[src/hw/pgls_cfg.svh]
`ifndef PGLS_CFG_SVH
`define PGLS_CFG_SVH
// Channel counts
`define PGLS_NUM_CH        9
`define PGLS_NUM_SHAPE     6
`define PGLS_NUM_FLK       3
// Phase period in clocks, as 12 slots (30 degrees each)
`define PGLS_SLOT_W        8
`define PGLS_SLOT_CYC_DEF  8'h04
`define PGLS_SLOTS         4'hc
// Flicker fall offset inside a phase high time, in slots (start of last 60 / last 90 degrees)
`define PGLS_FLK6_SLOT     4'h4
`define PGLS_FLK4_SLOT     4'h3
// Phase high length in slots: six-phase 180 deg, four-phase 180 deg
`define PGLS_HIGH6_SLOTS   4'h6
`define PGLS_HIGH4_SLOTS   4'h6
// Phase step in slots: six-phase 60 deg, four-phase 90 deg
`define PGLS_STEP6         4'h2
`define PGLS_STEP4         4'h3
`endif

[src/hw/pgls_pkg.sv]
package pgls_pkg;
  typedef enum logic [1:0] {
    PGLS_MODE_SIX_ONE,
    PGLS_MODE_SIX_THREE,
    PGLS_MODE_FOUR_TWO
  } pgls_mode_t;
  typedef enum logic [1:0] {
    PGLS_ST_OFF,
    PGLS_ST_RUN
  } pgls_state_t;
endpackage : pgls_pkg

[src/hw/pgls_phase_gen.sv]
`timescale 1ns/10ps
`default_nettype none
`include "pgls_cfg.svh"
module pgls_phase_gen
  import pgls_pkg::*;
(
  input  wire logic        mclk_i,
  input  wire logic        rst_i,
  input  wire logic        run_i,
  input  wire logic [7:0]  slot_cyc_i,
  output logic      [3:0]  slot_o,
  output logic             slot_tick_o
);
  logic [7:0] cyc_q;
  logic [3:0] slot_q;
  wire        tick_w = (cyc_q >= slot_cyc_i - 8'h01);
  assign slot_o      = slot_q;
  assign slot_tick_o = tick_w & run_i;
  always_ff @(posedge mclk_i)
  begin
    if (rst_i || !run_i)
    begin
      cyc_q  <= 8'h00;
      slot_q <= 4'h0;
    end
    else if (tick_w)
    begin
      cyc_q  <= 8'h00;
      slot_q <= (slot_q == `PGLS_SLOTS - 4'h1) ? 4'h0 : slot_q + 4'h1;
    end
    else
      cyc_q <= cyc_q + 8'h01;
  end
endmodule : pgls_phase_gen
`default_nettype wire

[src/hw/pgls_host.sv]
`timescale 1ns/10ps
`default_nettype none
`include "pgls_cfg.svh"
// Summary of operation
// - Six-phase single flicker: drive flicker a, hold b and c low.
// - Six-phase triple flicker: a for 1/4, b for 2/5, c for 3/6.
// - Four-phase: a for phases 1/3, b for 2/4, c low.
// - Four-phase: inputs three and six held high.
// - Host places every shaping flicker fall inside its governed phase window.
module pgls_host
  import pgls_pkg::*;
(
  input  wire logic        mclk_i,
  input  wire logic        rst_i,
  input  wire logic        enable_i,
  input  wire pgls_mode_t  mode_i,
  input  wire logic [7:0]  slot_cyc_i,
  input  wire logic [2:0]  static_in_i,
  input  wire logic        fault_uv_i,
  input  wire logic        fault_ot_i,
  output logic      [8:0]  channel_input_o,
  output logic             flicker_in_a_o,
  output logic             flicker_in_b_o,
  output logic             flicker_in_c_o,
  output logic             running_o
);
  pgls_state_t state_q;
  pgls_state_t state_d;
  logic [2:0]  phase_q;
  logic [8:0]  chan_q;
  logic [2:0]  flk_q;
  logic        run_q;
  logic [3:0]  slot_w;
  logic        tick_w;
  wire         fault_w  = fault_uv_i | fault_ot_i;
  wire         four_w   = (mode_i == PGLS_MODE_FOUR_TWO);
  wire  [3:0]  step_w   = four_w ? `PGLS_STEP4 : `PGLS_STEP6;
  wire  [3:0]  high_w   = four_w ? `PGLS_HIGH4_SLOTS : `PGLS_HIGH6_SLOTS;
  wire  [3:0]  flkpos_w = four_w ? `PGLS_FLK4_SLOT : `PGLS_FLK6_SLOT;

  // Slot position s relative to the start of the phase at offset off, modulo 12
  function automatic logic [3:0] rel_slot(input logic [3:0] s, input logic [3:0] off);
    logic [4:0] t;
    t = {1'b0, s} + 5'd12 - {1'b0, off};
    rel_slot = (t >= 5'd12) ? t[3:0] - `PGLS_SLOTS : t[3:0];
  endfunction : rel_slot

  pgls_phase_gen u_gen (
    .mclk_i      (mclk_i),
    .rst_i       (rst_i),
    .run_i       (run_q),
    .slot_cyc_i  (slot_cyc_i),
    .slot_o      (slot_w),
    .slot_tick_o (tick_w)
  );

  // Phase levels: each shaped phase high for high_w slots, stepped in order
  logic [5:0] ph_lvl_w;
  logic [5:0] ph_fall_w;
  genvar g;
  generate
    for (g = 0; g < `PGLS_NUM_SHAPE; g++)
    begin : g_ph
      wire [3:0] off_w = four_w ? 4'((g % 4) * 3) : 4'(g * 2);
      wire [3:0] rs_w  = rel_slot(slot_w, off_w);
      assign ph_lvl_w[g]  = run_q && (rs_w < high_w);
      assign ph_fall_w[g] = run_q && (rs_w == flkpos_w);
    end
  endgenerate

  // Channel inputs: four-phase maps phases 1,2,4,5 and holds 3,6 high
  logic [8:0] chan_d;
  assign chan_d[0] = ph_lvl_w[0];
  assign chan_d[1] = ph_lvl_w[1];
  assign chan_d[2] = four_w ? run_q : ph_lvl_w[2];
  assign chan_d[3] = four_w ? ph_lvl_w[2] : ph_lvl_w[3];
  assign chan_d[4] = four_w ? ph_lvl_w[3] : ph_lvl_w[4];
  assign chan_d[5] = four_w ? run_q : ph_lvl_w[5];
  assign chan_d[8:6] = run_q ? static_in_i : 3'h0;

  // Flicker: low for the one slot at each fall position, high otherwise while running, low when stopped or unused; only falls matter
  logic [2:0] flk_d;
  wire  any_fall_w = |ph_fall_w;
  always_comb
  begin
    flk_d = 3'h0;
    if (run_q)
    begin
      unique case (mode_i)
        PGLS_MODE_SIX_ONE:
          flk_d = {2'b00, ~any_fall_w};
        PGLS_MODE_SIX_THREE:
          flk_d = ~{ph_fall_w[2] | ph_fall_w[5], ph_fall_w[1] | ph_fall_w[4],
                    ph_fall_w[0] | ph_fall_w[3]};
        PGLS_MODE_FOUR_TWO:
          flk_d = {1'b0, ~(ph_fall_w[1] | ph_fall_w[3]),
                   ~(ph_fall_w[0] | ph_fall_w[2])};
        default:
          flk_d = 3'h0;
      endcase
    end
  end

  always_comb
  begin
    state_d = state_q;
    unique case (state_q)
      PGLS_ST_OFF: if (enable_i && !fault_w) state_d = PGLS_ST_RUN;
      PGLS_ST_RUN: if (!enable_i || fault_w) state_d = PGLS_ST_OFF;
      default:     state_d = PGLS_ST_OFF;
    endcase
  end

  always_ff @(posedge mclk_i)
  begin
    if (rst_i)
    begin
      state_q <= PGLS_ST_OFF;
      run_q   <= 1'b0;
      chan_q  <= 9'h000;
      flk_q   <= 3'h0;
    end
    else
    begin
      state_q <= state_d;
      run_q   <= (state_d == PGLS_ST_RUN);
      chan_q  <= chan_d;
      flk_q   <= flk_d;
    end
  end

  assign channel_input_o = chan_q;
  assign flicker_in_a_o  = flk_q[0];
  assign flicker_in_b_o  = flk_q[1];
  assign flicker_in_c_o  = flk_q[2];
  assign running_o       = run_q;
endmodule : pgls_host
`default_nettype wire

[config.mk]
export PLATFORM = sky130hd
export DESIGN_NAME = pgls_host
export DESIGN_NICKNAME = d
export VERILOG_FILES = /design/src/hw/pgls_pkg.sv /design/src/hw/pgls_phase_gen.sv /design/src/hw/pgls_host.sv
export VERILOG_INCLUDE_DIRS = /design/src /design/src/hw
export SDC_FILE = /design/constraint.sdc
export NUM_CORES = 1
export LEC_CHECK = 0
export CAP_MARGIN = 20
export CORE_UTILIZATION = 65
export CTS_CLUSTER_SIZE = 40
export DETAILED_ROUTE_END_ITERATION = 16
export DONT_BUFFER_PORTS = 1
export HOLD_SLACK_MARGIN = 0.12
export MAX_ROUTING_LAYER = met4
export PLACE_DENSITY = 0.81
export SLEW_MARGIN = 20
export SYNTH_ARGS = -nofsm -noshare
export SYNTH_HDL_FRONTEND = slang
export SYNTH_SLANG_ARGS = --single-unit
[constraint.sdc]
create_clock -name mclk_i -period 7.71 [get_ports mclk_i]
set_clock_uncertainty 0.1 [all_clocks]
set_input_delay 1.542 -clock mclk_i [delete_from_list [all_inputs] [get_ports mclk_i]]
set_output_delay 1.542 -clock mclk_i [all_outputs]
set_load 0.02 [all_outputs]
==> results of run 1 <==
through the flow:
| step | setup WS, ps | utilization | area (sq um) | instances |
|---|---|---|---|---|
| final | 3110 | 0.696 | 2570 | 353 |
| after global routing | 2840 | 0.696 | 2570 | 353 |
| after CTS | 3160 | 0.696 | 2570 | 353 |
| after detailed placement | 2850 | 0.677 | 2500 | 349 |
| after global placement | 2950 | 0.677 | 2500 | 349 |
| after floorplan | 3210 | - | 2510 | 313 |
final cells by class:
| class | count | area share |
|---|---|---|
| inverters | 19 | 0.0288 |
| repair buffers | 2 | 0.00585 |
| clock inverters | 1 | 0.0117 |
| multi-input cells | 254 | 0.712 |
| flip-flops and latches | 26 | 0.203 |
| clock buffers | 3 | 0.0161 |
| well taps | 48 | 0.0234 |
critical path: cells and delay by family:
kind	cells	cell delay, ps
and+or+nand+nor	4	860
adders and majority gates	2	810
AOI/OAI and AO/OA	4	920
buffers and inverters	3	540
report_power, final:
part           internal [mW]  switching [mW]  total, mW
Clock                 0.0696          0.0471      0.117
Combinational         0.0169          0.0225     0.0394
Sequential             0.135         0.00122      0.136
routing by layer:
metal  wire length [microns]  up-vias  part of all wire  track usage
li1                        -     1110                 -            -
met1                    2630     1041              0.46        0.375
met2                    2550       92              0.45        0.457
met3                     407       12             0.072       0.0625
met4                      72        0             0.013        0.114
met5                       0        -                 0            -
worst min path at each step:
| stage | start | end | slack, ps | cells after the start |
|---|---|---|---|---|
| finish | state_q[1]$_SDFF_PP0_ | running_o$_SDFF_PP0_ | 290 | 1 |
| global route | state_q[1]$_SDFF_PP0_ | running_o$_SDFF_PP0_ | 300 | 1 |
| floorplan | state_q[1]$_SDFF_PP0_ | running_o$_SDFF_PP0_ | 270 | 1 |
| detailed placement | state_q[1]$_SDFF_PP0_ | running_o$_SDFF_PP0_ | 280 | 1 |
| CTS | state_q[1]$_SDFF_PP0_ | running_o$_SDFF_PP0_ | 290 | 1 |
| global placement | state_q[1]$_SDFF_PP0_ | running_o$_SDFF_PP0_ | 280 | 1 |
sequential cells by signal, summed over array words and instances (netlist names):
register / count
channel_input_o: 9
flk_q: 3
running_o: 1
state_q: 1
u_gen.slot_o: 4
u_gen.cyc_q: 8
cell families (layout without fill, tap and decap cells):
| group | count (synthesis) | count (layout) | share of synthesized area |
|---|---|---|---|
| AOI/OAI and AO/OA | 79 | 79 | 0.242 |
| xor gates and xnor gates | 22 | 22 | 0.0797 |
| adders and majority gates | 27 | 27 | 0.137 |
| buffers and inverters | 33 | 25 | 0.0657 |
| DFF | 26 | 26 | 0.207 |
| muxes | 6 | 6 | 0.0239 |
| other | 1 | 1 | 0.00149 |
| and+or+nand+nor | 119 | 119 | 0.243 |
synth_stat cells (all sizes together) (2+ instances only):
master	count	area (sq um)
xor2	5	43.8
ha	26	325
o211ai	4	30.0
a2bb2oi	2	17.5
a21oi	13	80.1
nor2b	7	43.8
or3b	2	20.0
buf	9	72.6
o2111ai	3	26.3
a31oi	5	46.3
a21o	4	30.0
a211oi	5	42.5
xnor2	17	156
and2	3	18.8
nand2b	7	51.3
o21a	5	37.5
or3	3	18.8
clkbuf	5	18.8
nor2	30	113
nand4	3	18.8
a311oi	3	32.5
inv	19	73.8
nand3	18	95.1
a221oi	2	17.5
mux2i	6	60.1
nor3	5	25.0
o21ai	17	85.1
nor4	2	12.5
and3	5	31.3
a211o	3	26.3
dfxtp	26	521
nand2	27	101
==> summary.md, run 1 <==
| Metric | Value |
|---|---|
| Status | `finished clean` |
| CTS tree | `built` |
| Final-report setup violation count | `0` |
| Routed Antenna Nets | `0` |
| Reg2reg end | `flk_q[0]$_SDFF_PP0_` |
| Die height | `64.2 microns` |
| Clock Path Buffers | `2` |
| R2R Path Start | `u_gen.slot_o[0]$_SDFFE_PP0P_` |
| CTS Root Cell | `clkbuf_8` |
| CTS resizes | `0` |
| Peak supply drop | `0.0882 mV` |
| Synthesized area | `2510 sq um` |
| Pre-antenna DRT Iters | `5` |
| Worst Hold Slack | `291 ps` |
| Initial DRC Count | `145` |
| DRC | `0` |
| Fillers | `309` |
| Worst path most repeated cell | `inv_1` |
| Multi-input gate area | `1830 sq um` |
| Post-synth top flop | `dfxtp_1` |
| Critical path class | `in2reg` |
| Mapped Cells | `313` |
| Setup TNS | `0 ps` |
| CP max stage delay | `620 ps` |
| P&R area growth vs syn | `2.19%` |
| TritonCTS sink count | `26` |
| CP Capture Type | `register` |
| CP startpoint | `mode_i[0]` |
| Initial antenna violation count | `0` |
| Asr flop ratio synth | `0` |
| CTS clock-pin slew for the worst setup and hold paths | `100 ps` |
| Cts bufs inserted | `3` |
| Die area | `4120 sq um` |
| N_diodes | `0` |
| CP max stage cell | `fa_1` |
| Final hold violations | `0` |
| Worst-path maximum fanout | `25` |
| Storage element area | `520 sq um` |
| Port buffer count | `0` |
| Area of the core | `3690 sq um` |
| Worst Hold Class | `reg2reg` |
| Top-Level Pins | `31` |
| Clk_lat worst skew | `280 ps` |
| Via density | `6.39` |
| Data required time of the worst path | `7780 ps` |
| Largest net degree at the start of global routing | `26` |
| Nets | `351` |
| Routability Congestion | `0.891` |
| Total power | `0.292 mW` |
| Synth cell types | `68` |
| CP Launch Type | `input pin` |
| Syn nets | `358` |
| Syn avg cell area | `8.03 sq um` |
| R2R cell count | `10` |
| Unrepaired setup endpoints after global routing | `no` |
| Vias | `2255` |
| Hold_buf cts | `0` |
| Worst Setup EP | `flk_q[0]$_SDFF_PP0_` |
| Postcts setup bufs | `0` |
| Post-Route WL | `5660 microns` |
| PwrDens | `114 nW/um^2` |
| Fmax | `217 MHz` |
| Initial core utilization | `0.681` |
| Crit path arrival time | `4680 ps` |
| Layout cells sized above 1 | `0.0721` |
| EDFF count, synth | `0` |
| Pins Over Slew Limit | `0` |
| Die Wd | `64.2 microns` |
| Most common cell after layout, fill and taps aside | `nor2_1` |
| Register area share after synthesis | `0.207` |
| Total congestion overflow | `0` |
| Vias in the first global route | `2099` |
| DP HPWL | `4160 microns` |
| Reg2Reg Setup Slack | `4050 ps` |
| Tot GR Track Use | `0.296` |
| Syn. warnings | `0` |
| First-pass GRT wire length | `9410 microns` |
| Maxcap violations | `0` |
| Worst-path cell chain | `nand2b_4 -> inv_2 -> fa_1 -> inv_1 -> a211oi_1 -> nor2_1 -> inv_1 -> ha_1 -> a311oi_2 -> nand2_1 -> o311ai_1 -> nand4bb_1 -> o21ai_1` |
| H-Tree Depth | `1` |
| Min Tclk post-route | `4600 ps` |
| Slew HR | `0.426` |
| Drt wl/cell | `16.0 microns` |
| Final period utilization | `0.597` |
| Leakage | `1.01 nW` |
| Register bit total from synthesis | `26` |
| FP Rows | `22` |
| Most frequent cells in the layout | `nor2_1 (30), nand2_1 (27), ha_1 (26), dfxtp_1 (26), nand3_1 (17)` |
| Worst-Margin Slew | `859 ps` |
Power figures use the tool's default switching activity.
==> inputs of run 2 (changes only) <==
Settings changed: CORE_UTILIZATION 65 to 58, PLACE_DENSITY 0.81 to 0.76.
Clock period 7.71 ns to 3.7 ns, I/O delays scaled along.
==> run 2 against run 1 <==
- critical path depth shrank 1
- sequential power grew 110%
- critical path type unchanged
- count of clock-buffer cells in the layout is the same
- core utilization shrank 4.3 points
- flip-flop and latch count is the same
- total power grew 100%
- largest power group unchanged
- routed wire length grew 1.9%
- setup slack lost 2700 ps
- worst hold slack gained 3.8 ps
- sequential share of layout area shrank 0.76 points
- global-route usage shrank 1.8 points
==> summary.md, run 2 (same netlist as run 1, synthesis figures left out) <==
| Metric | Value |
|---|---|
| Critical path class | `in2reg` |
| CP Capture Type | `register` |
| Top-Level Pins | `31 (unchanged)` |
| Fillers | `364 (+18%)` |
| Hold_buf cts | `0 (unchanged)` |
| CTS resizes | `0 (unchanged)` |
| Clock Path Buffers | `2 (unchanged)` |
| Worst-Margin Slew | `637 ps (-222 ps)` |
| Most common cell after layout, fill and taps aside | `nor2_1` |
| First-pass GRT wire length | `9380 microns (-0.36%)` |
| Final core utilization | `0.653 (-0.0433)` |
| Worst Hold Slack | `295 ps (+3.80 ps)` |
| Pre-antenna DRT Iters | `5 (unchanged)` |
| Layout cells sized above 1 | `0.110 (+0.0383)` |
| Initial core utilization | `0.615 (-0.0663)` |
| Clk_lat worst skew | `260 ps (-20 ps)` |
| Vias | `2264 (+0.40%)` |
| Postcts setup bufs | `0 (unchanged)` |
| Final period utilization | `0.893` |
| Leakage | `1.08 nW (+6.6%)` |
| Vias in the first global route | `2017 (-3.9%)` |
| Die height | `67.8 microns (+5.7%)` |
| Unrepaired setup endpoints after global routing | `no` |
| Storage element area | `520 sq um (unchanged)` |
| CTS Root Cell | `clkbuf_8` |
| PwrDens | `224 nW/um^2 (+97%)` |
| Setup TNS | `0 ps (unchanged)` |
| Area of the core | `4090 sq um (+11%)` |
| Port buffer count | `0 (unchanged)` |
| P&R area growth vs syn | `6.18%` |
| Total congestion overflow | `0 (unchanged)` |
| FP Rows | `23 (+4.5%)` |
| Worst Hold Class | `reg2reg` |
| DRC | `0 (unchanged)` |
| Die Wd | `67.8 microns (+5.7%)` |
| Most frequent cells in the layout | `nor2_1 (30), nand2_1 (27), ha_1 (26), dfxtp_1 (26), nand3_1 (17)` |
| CTS clock-pin slew for the worst setup and hold paths | `80 ps (-20 ps)` |
| Min Tclk post-route | `3300 ps` |
| Routability Congestion | `0.873 (-2.0%)` |
| CP Launch Type | `input pin` |
| Final hold violations | `0 (unchanged)` |
| Largest net degree at the start of global routing | `25 (-3.8%)` |
| Nets | `363 (+3.4%)` |
| DP HPWL | `4480 microns (+7.7%)` |
| Via density | `6.17 (-3.4%)` |
| Tot GR Track Use | `0.277 (-0.0185)` |
| Worst-path maximum fanout | `8 (-68%)` |
| Maxcap violations | `0 (unchanged)` |
| Peak supply drop | `0.232 mV (+160%)` |
| Initial antenna violation count | `0 (unchanged)` |
| Crit path arrival time | `3360 ps (-1320 ps)` |
| Initial DRC Count | `171 (+18%)` |
| Final-report setup violation count | `0 (unchanged)` |
| N_diodes | `0 (unchanged)` |
| Multi-input gate area | `1830 sq um (+0.41%)` |
| TritonCTS sink count | `26 (unchanged)` |
| Die area | `4600 sq um (+12%)` |
| Routed Antenna Nets | `0 (unchanged)` |
| Status | `finished clean` |
| Pins Over Slew Limit | `0 (unchanged)` |
| Cts bufs inserted | `3 (unchanged)` |
| Slew HR | `0.572 (+0.146)` |
| Post-Route WL | `5760 microns (+1.9%)` |
| Data required time of the worst path | `3760 ps (-4020 ps)` |
| Fmax | `303 MHz` |
| CTS tree | `built` |
| Number of flip-flops in the largest register | `9 (unchanged)` |
| H-Tree Depth | `1 (unchanged)` |
| Drt wl/cell | `15.7 microns (-2.0%)` |
run 2: cell types whose count changed in the layout (fill, tap and decap cells not counted):
cell,previous run,this run
buf_4,2,14
xnor2_2,1,2
xnor2_1,16,15
run 2: final timing paths:
check	depth (start not counted)	slack (ps)	start	end
worst max-delay path	12	400	mode_i[0]	flk_q[0]$_SDFF_PP0_
worst min-delay path	1	300	state_q[1]$_SDFF_PP0_	running_o$_SDFF_PP0_
worst max register to register	13	590	u_gen.slot_o[2]$_SDFFE_PP0P_	channel_input_o[4]$_SDFF_PP0_
worst min register to register	1	300	state_q[1]$_SDFF_PP0_	running_o$_SDFF_PP0_
run 2: layout make-up:
| type | instances | share of cell area |
|---|---|---|
| tap | 50 | 0.0235 |
| timing repair buffer | 14 | 0.0394 |
| clock inverter | 1 | 0.0113 |
| inverter | 19 | 0.0277 |
| clock buffer | 3 | 0.0155 |
| multi-input combinational | 254 | 0.688 |
| sequential | 26 | 0.195 |
run 2: per-layer routing:
metal	vias to the layer above	global-route usage	part of all wire	routed length (microns)
met5	-	-	0	0
met4	0	0.0234	0.0019	11
met3	2	0.0600	0.071	408
met2	72	0.459	0.46	2680
met1	1051	0.358	0.46	2670
li1	1139	-	-	-
run 2: worst max-delay path, stage by stage:
cell       delay (ps)
nand2b_4          100
inv_2              40
fa_1              640
inv_1             150
ha_1              200
a2bb2oi_1         170
a21oi_1           110
a311oi_2          440
nand2_1           130
o311ai_1          380
nand4bb_1         190
o21ai_1            60
run 2: report_power, final:
part           internal [mW]  total (mW)  switching, mW  leakage [nW]
logic                 0.0394      0.0876         0.0482         0.831
registers              0.281       0.284        0.00250         0.210
clock network          0.144       0.227         0.0828        0.0357
total                  0.465       0.599          0.133          1.08
run 2: per-stage QoR:
stage	std cells	instance area, sq um	worst slack [ps]	total power, mW
floorplan	313	2520	33.4	0.363
global placement	363	2600	253	0.374
detailed placement	363	2600	131	0.377
CTS	367	2670	411	0.606
global route	367	2670	165	0.628
finish	367	2670	395	0.599
==> inputs of run 3 (changes only) <==
Settings changed: ABC_AREA set to 1.
==> run 3 against run 2 <==
- non-clock buffer count decreased by 11
- synthesized cell count increased by 4.2%
- cell count increased by 2.7%
- flip-flop and latch count unchanged
==> summary.md, run 3 <==
| Metric | Value |
|---|---|
| Fmax | `327 MHz (+8.1%)` |
| FP Rows | `22 (-4.3%)` |
| Vias | `2019 (-11%)` |
| CTS clock-pin slew for the worst setup and hold paths | `90 ps (about the same)` |
| Mapped Cells | `326 (+4.2%)` |
| Leakage | `1.10 nW (+1.9%)` |
| Via density | `5.36 (-13%)` |
| Setup TNS | `0 ps (unchanged)` |
| Worst path most repeated cell | `nand2_1` |
| Routability Congestion | `0.991 (+14%)` |
| Crit path arrival time | `3120 ps (-240 ps)` |
| EDFF count, synth | `0 (unchanged)` |
| H-Tree Depth | `1 (unchanged)` |
| Postcts setup bufs | `0 (unchanged)` |
| Tot GR Track Use | `0.249 (-0.0277)` |
| Fillers | `337 (-7.4%)` |
| Largest net degree at the start of global routing | `16 (-36%)` |
| Total congestion overflow | `0 (unchanged)` |
| Synth cell types | `41 (-40%)` |
| WP buf/inv | `2 (unchanged)` |
| Worst Hold Slack | `300 ps (+4.57 ps)` |
| Area of placed instances | `2370 sq um (-8.6%)` |
| Area leader, netlist | `dfxtp_1` |
| Post-synth top flop | `dfxtp_1` |
| PwrDens | `249 nW/um^2 (+11%)` |
| Final period utilization | `0.827 (-0.0667)` |
| Nets | `375 (+3.3%)` |
| Slew HR | `0.618 (+0.0458)` |
| Post-route cell area | `2440 sq um (-8.3%)` |
| Final-report setup violation count | `0 (unchanged)` |
| Vias in the first global route | `1810 (-10%)` |
| Most frequently used cell type in the post-synthesis netlist | `nand2_1` |
| Most frequent cells in the layout | `nand2_1 (65), nor2_1 (38), inv_1 (34), ha_1 (26), dfxtp_1 (26)` |
| Synthesized area | `2320 sq um (-7.6%)` |
| P&R area growth vs syn | `5.34%` |
| CP max stage delay | `760 ps (+120 ps)` |
| Min Tclk post-route | `3060 ps (-247 ps)` |
| Asr flop ratio synth | `0 (unchanged)` |
| Worst-path cell chain | `buf_4 -> fa_1 -> inv_1 -> ha_1 -> a21oi_1 -> nand2_1 -> xor2_1 -> o21ai_0 -> nand2_1 -> nand2_1 -> nand2_1 -> nor2_1 -> nor2_1 -> nand4_1 -> a21oi_2` |
| Syn nets | `371 (+3.6%)` |
| Most common cell after layout, fill and taps aside | `nand2_1` |
| CTS tree | `built` |
| Final core utilization | `0.653 (about the same)` |
| Pins Over Slew Limit | `0 (unchanged)` |
| Hold_buf cts | `0 (unchanged)` |
| CP Capture Type | `register` |
| Top-Level Pins | `31 (unchanged)` |
| Die height | `65.3 microns (-3.8%)` |
| CTS Root Cell | `clkbuf_8` |
| Initial core utilization | `0.620 (+0.00517)` |
| Die area | `4260 sq um (-7.4%)` |
| Cts bufs inserted | `3 (unchanged)` |
| Share of the synthesized area in the top cell type | `0.224 (+0.0171)` |
| Initial antenna violation count | `0 (unchanged)` |
| Final hold violations | `0 (unchanged)` |
| Data required time of the worst path | `3770 ps (about the same)` |
| Worst-Margin Slew | `572 ps (-65.2 ps)` |
| Maxcap violations | `0 (unchanged)` |
| Register bit total from synthesis | `26 (unchanged)` |
| DP HPWL | `3810 microns (-15%)` |
| Port buffer count | `0 (unchanged)` |
| Critical path class | `reg2reg` |
| Clk_lat worst skew | `280 ps (+20 ps)` |
| CP Launch Type | `register` |
| Unrepaired setup endpoints after global routing | `no` |
| Routed Antenna Nets | `0 (unchanged)` |
| CTS resizes | `0 (unchanged)` |
| Worst-path maximum fanout | `12 (+4)` |
| Peak supply drop | `0.127 mV (-45%)` |
| Total power | `0.608 mW (+1.6%)` |
| CP max stage cell | `fa_1` |
| Syn. warnings | `0 (unchanged)` |
| Top delay family on crit path | `adder cells` |
| Layout cells sized above 1 | `0.149 (+0.0385)` |
| Post-synth top cells | `nand2_1 (65), nor2_1 (38), inv_1 (34)` |
| Pre-antenna DRT Iters | `4 (-1)` |
| DRC | `0 (unchanged)` |
| Syn avg cell area | `7.12 sq um (-11%)` |
| Post-Route WL | `4750 microns (-18%)` |
| TritonCTS sink count | `26 (unchanged)` |
| Status | `finished clean` |
| Die Wd | `65.3 microns (-3.8%)` |
| Top post-synthesis cells by area | `dfxtp_1 (22%), ha_1 (14%), nand2_1 (11%)` |
| Drt wl/cell | `12.6 microns (-20%)` |
| Worst Hold Class | `reg2reg` |
| Register area share after synthesis | `0.224 (+0.0171)` |
| Number of flip-flops in the largest register | `9 (unchanged)` |
| Area of the core | `3740 sq um (-8.4%)` |
| N_diodes | `0 (unchanged)` |
| Initial DRC Count | `148 (-13%)` |
| Clock Path Buffers | `2 (unchanged)` |
| First-pass GRT wire length | `7980 microns (-15%)` |
-- run 3: path summary, 6_finish.rpt --
path / startpoint / end / slack, ps / depth (start not counted)
setup / recovery: u_gen.slot_o[2]$_SDFFE_PP0P_ / flk_q[0]$_SDFF_PP0_ / 640 / 15
hold / removal: state_q[1]$_SDFF_PP0_ / running_o$_SDFF_PP0_ / 300 / 1
hold reg to reg: state_q[1]$_SDFF_PP0_ / running_o$_SDFF_PP0_ / 300 / 1
setup reg to reg: u_gen.slot_o[2]$_SDFFE_PP0P_ / flk_q[0]$_SDFF_PP0_ / 640 / 15
-- run 3: cell families after synthesis --
kind of cell | share of synthesized area
and+or+nand+nor | 0.374
AOI/OAI and AO/OA | 0.0927
DFF | 0.224
adders and majority gates | 0.149
buffers and inverters | 0.0809
other | 0.00162
xor gates and xnor gates | 0.0782
-- run 3: metal layers --
| layer | part of all wire | vias to the layer above | GRT usage |
|---|---|---|---|
| met5 | 0 | - | - |
| met4 | 0.014 | 0 | 0.0870 |
| li1 | - | 1059 | - |
| met2 | 0.45 | 38 | 0.388 |
| met1 | 0.50 | 915 | 0.327 |
| met3 | 0.036 | 7 | 0.0382 |
-- run 3: area by class of cell --
| class | count | area, sq um | area share |
|---|---|---|---|
| clock buffer | 3 | 41.3 | 0.0169 |
| inverter | 42 | 158 | 0.0645 |
| timing repair buffer | 3 | 22.5 | 0.00921 |
| tap | 48 | 60.1 | 0.0246 |
| clock inverter | 1 | 30.0 | 0.0123 |
| sequential | 26 | 520 | 0.213 |
| multi-input combinational | 254 | 1610 | 0.660 |
-- run 3: where the power goes --
group          total (mW)  leakage (nW)  switching [mW]  internal (mW)
registers           0.285         0.210         0.00303          0.282
logic              0.0880         0.851          0.0565         0.0315
clock network       0.236        0.0357          0.0906          0.145
-- run 3: stage by stage --
stage | worst slack, ps | cells
after floorplan | 481 | 326
after global placement | 537 | 373
after detailed placement | 424 | 373
after CTS | 688 | 377
after global routing | 443 | 377
final | 642 | 377
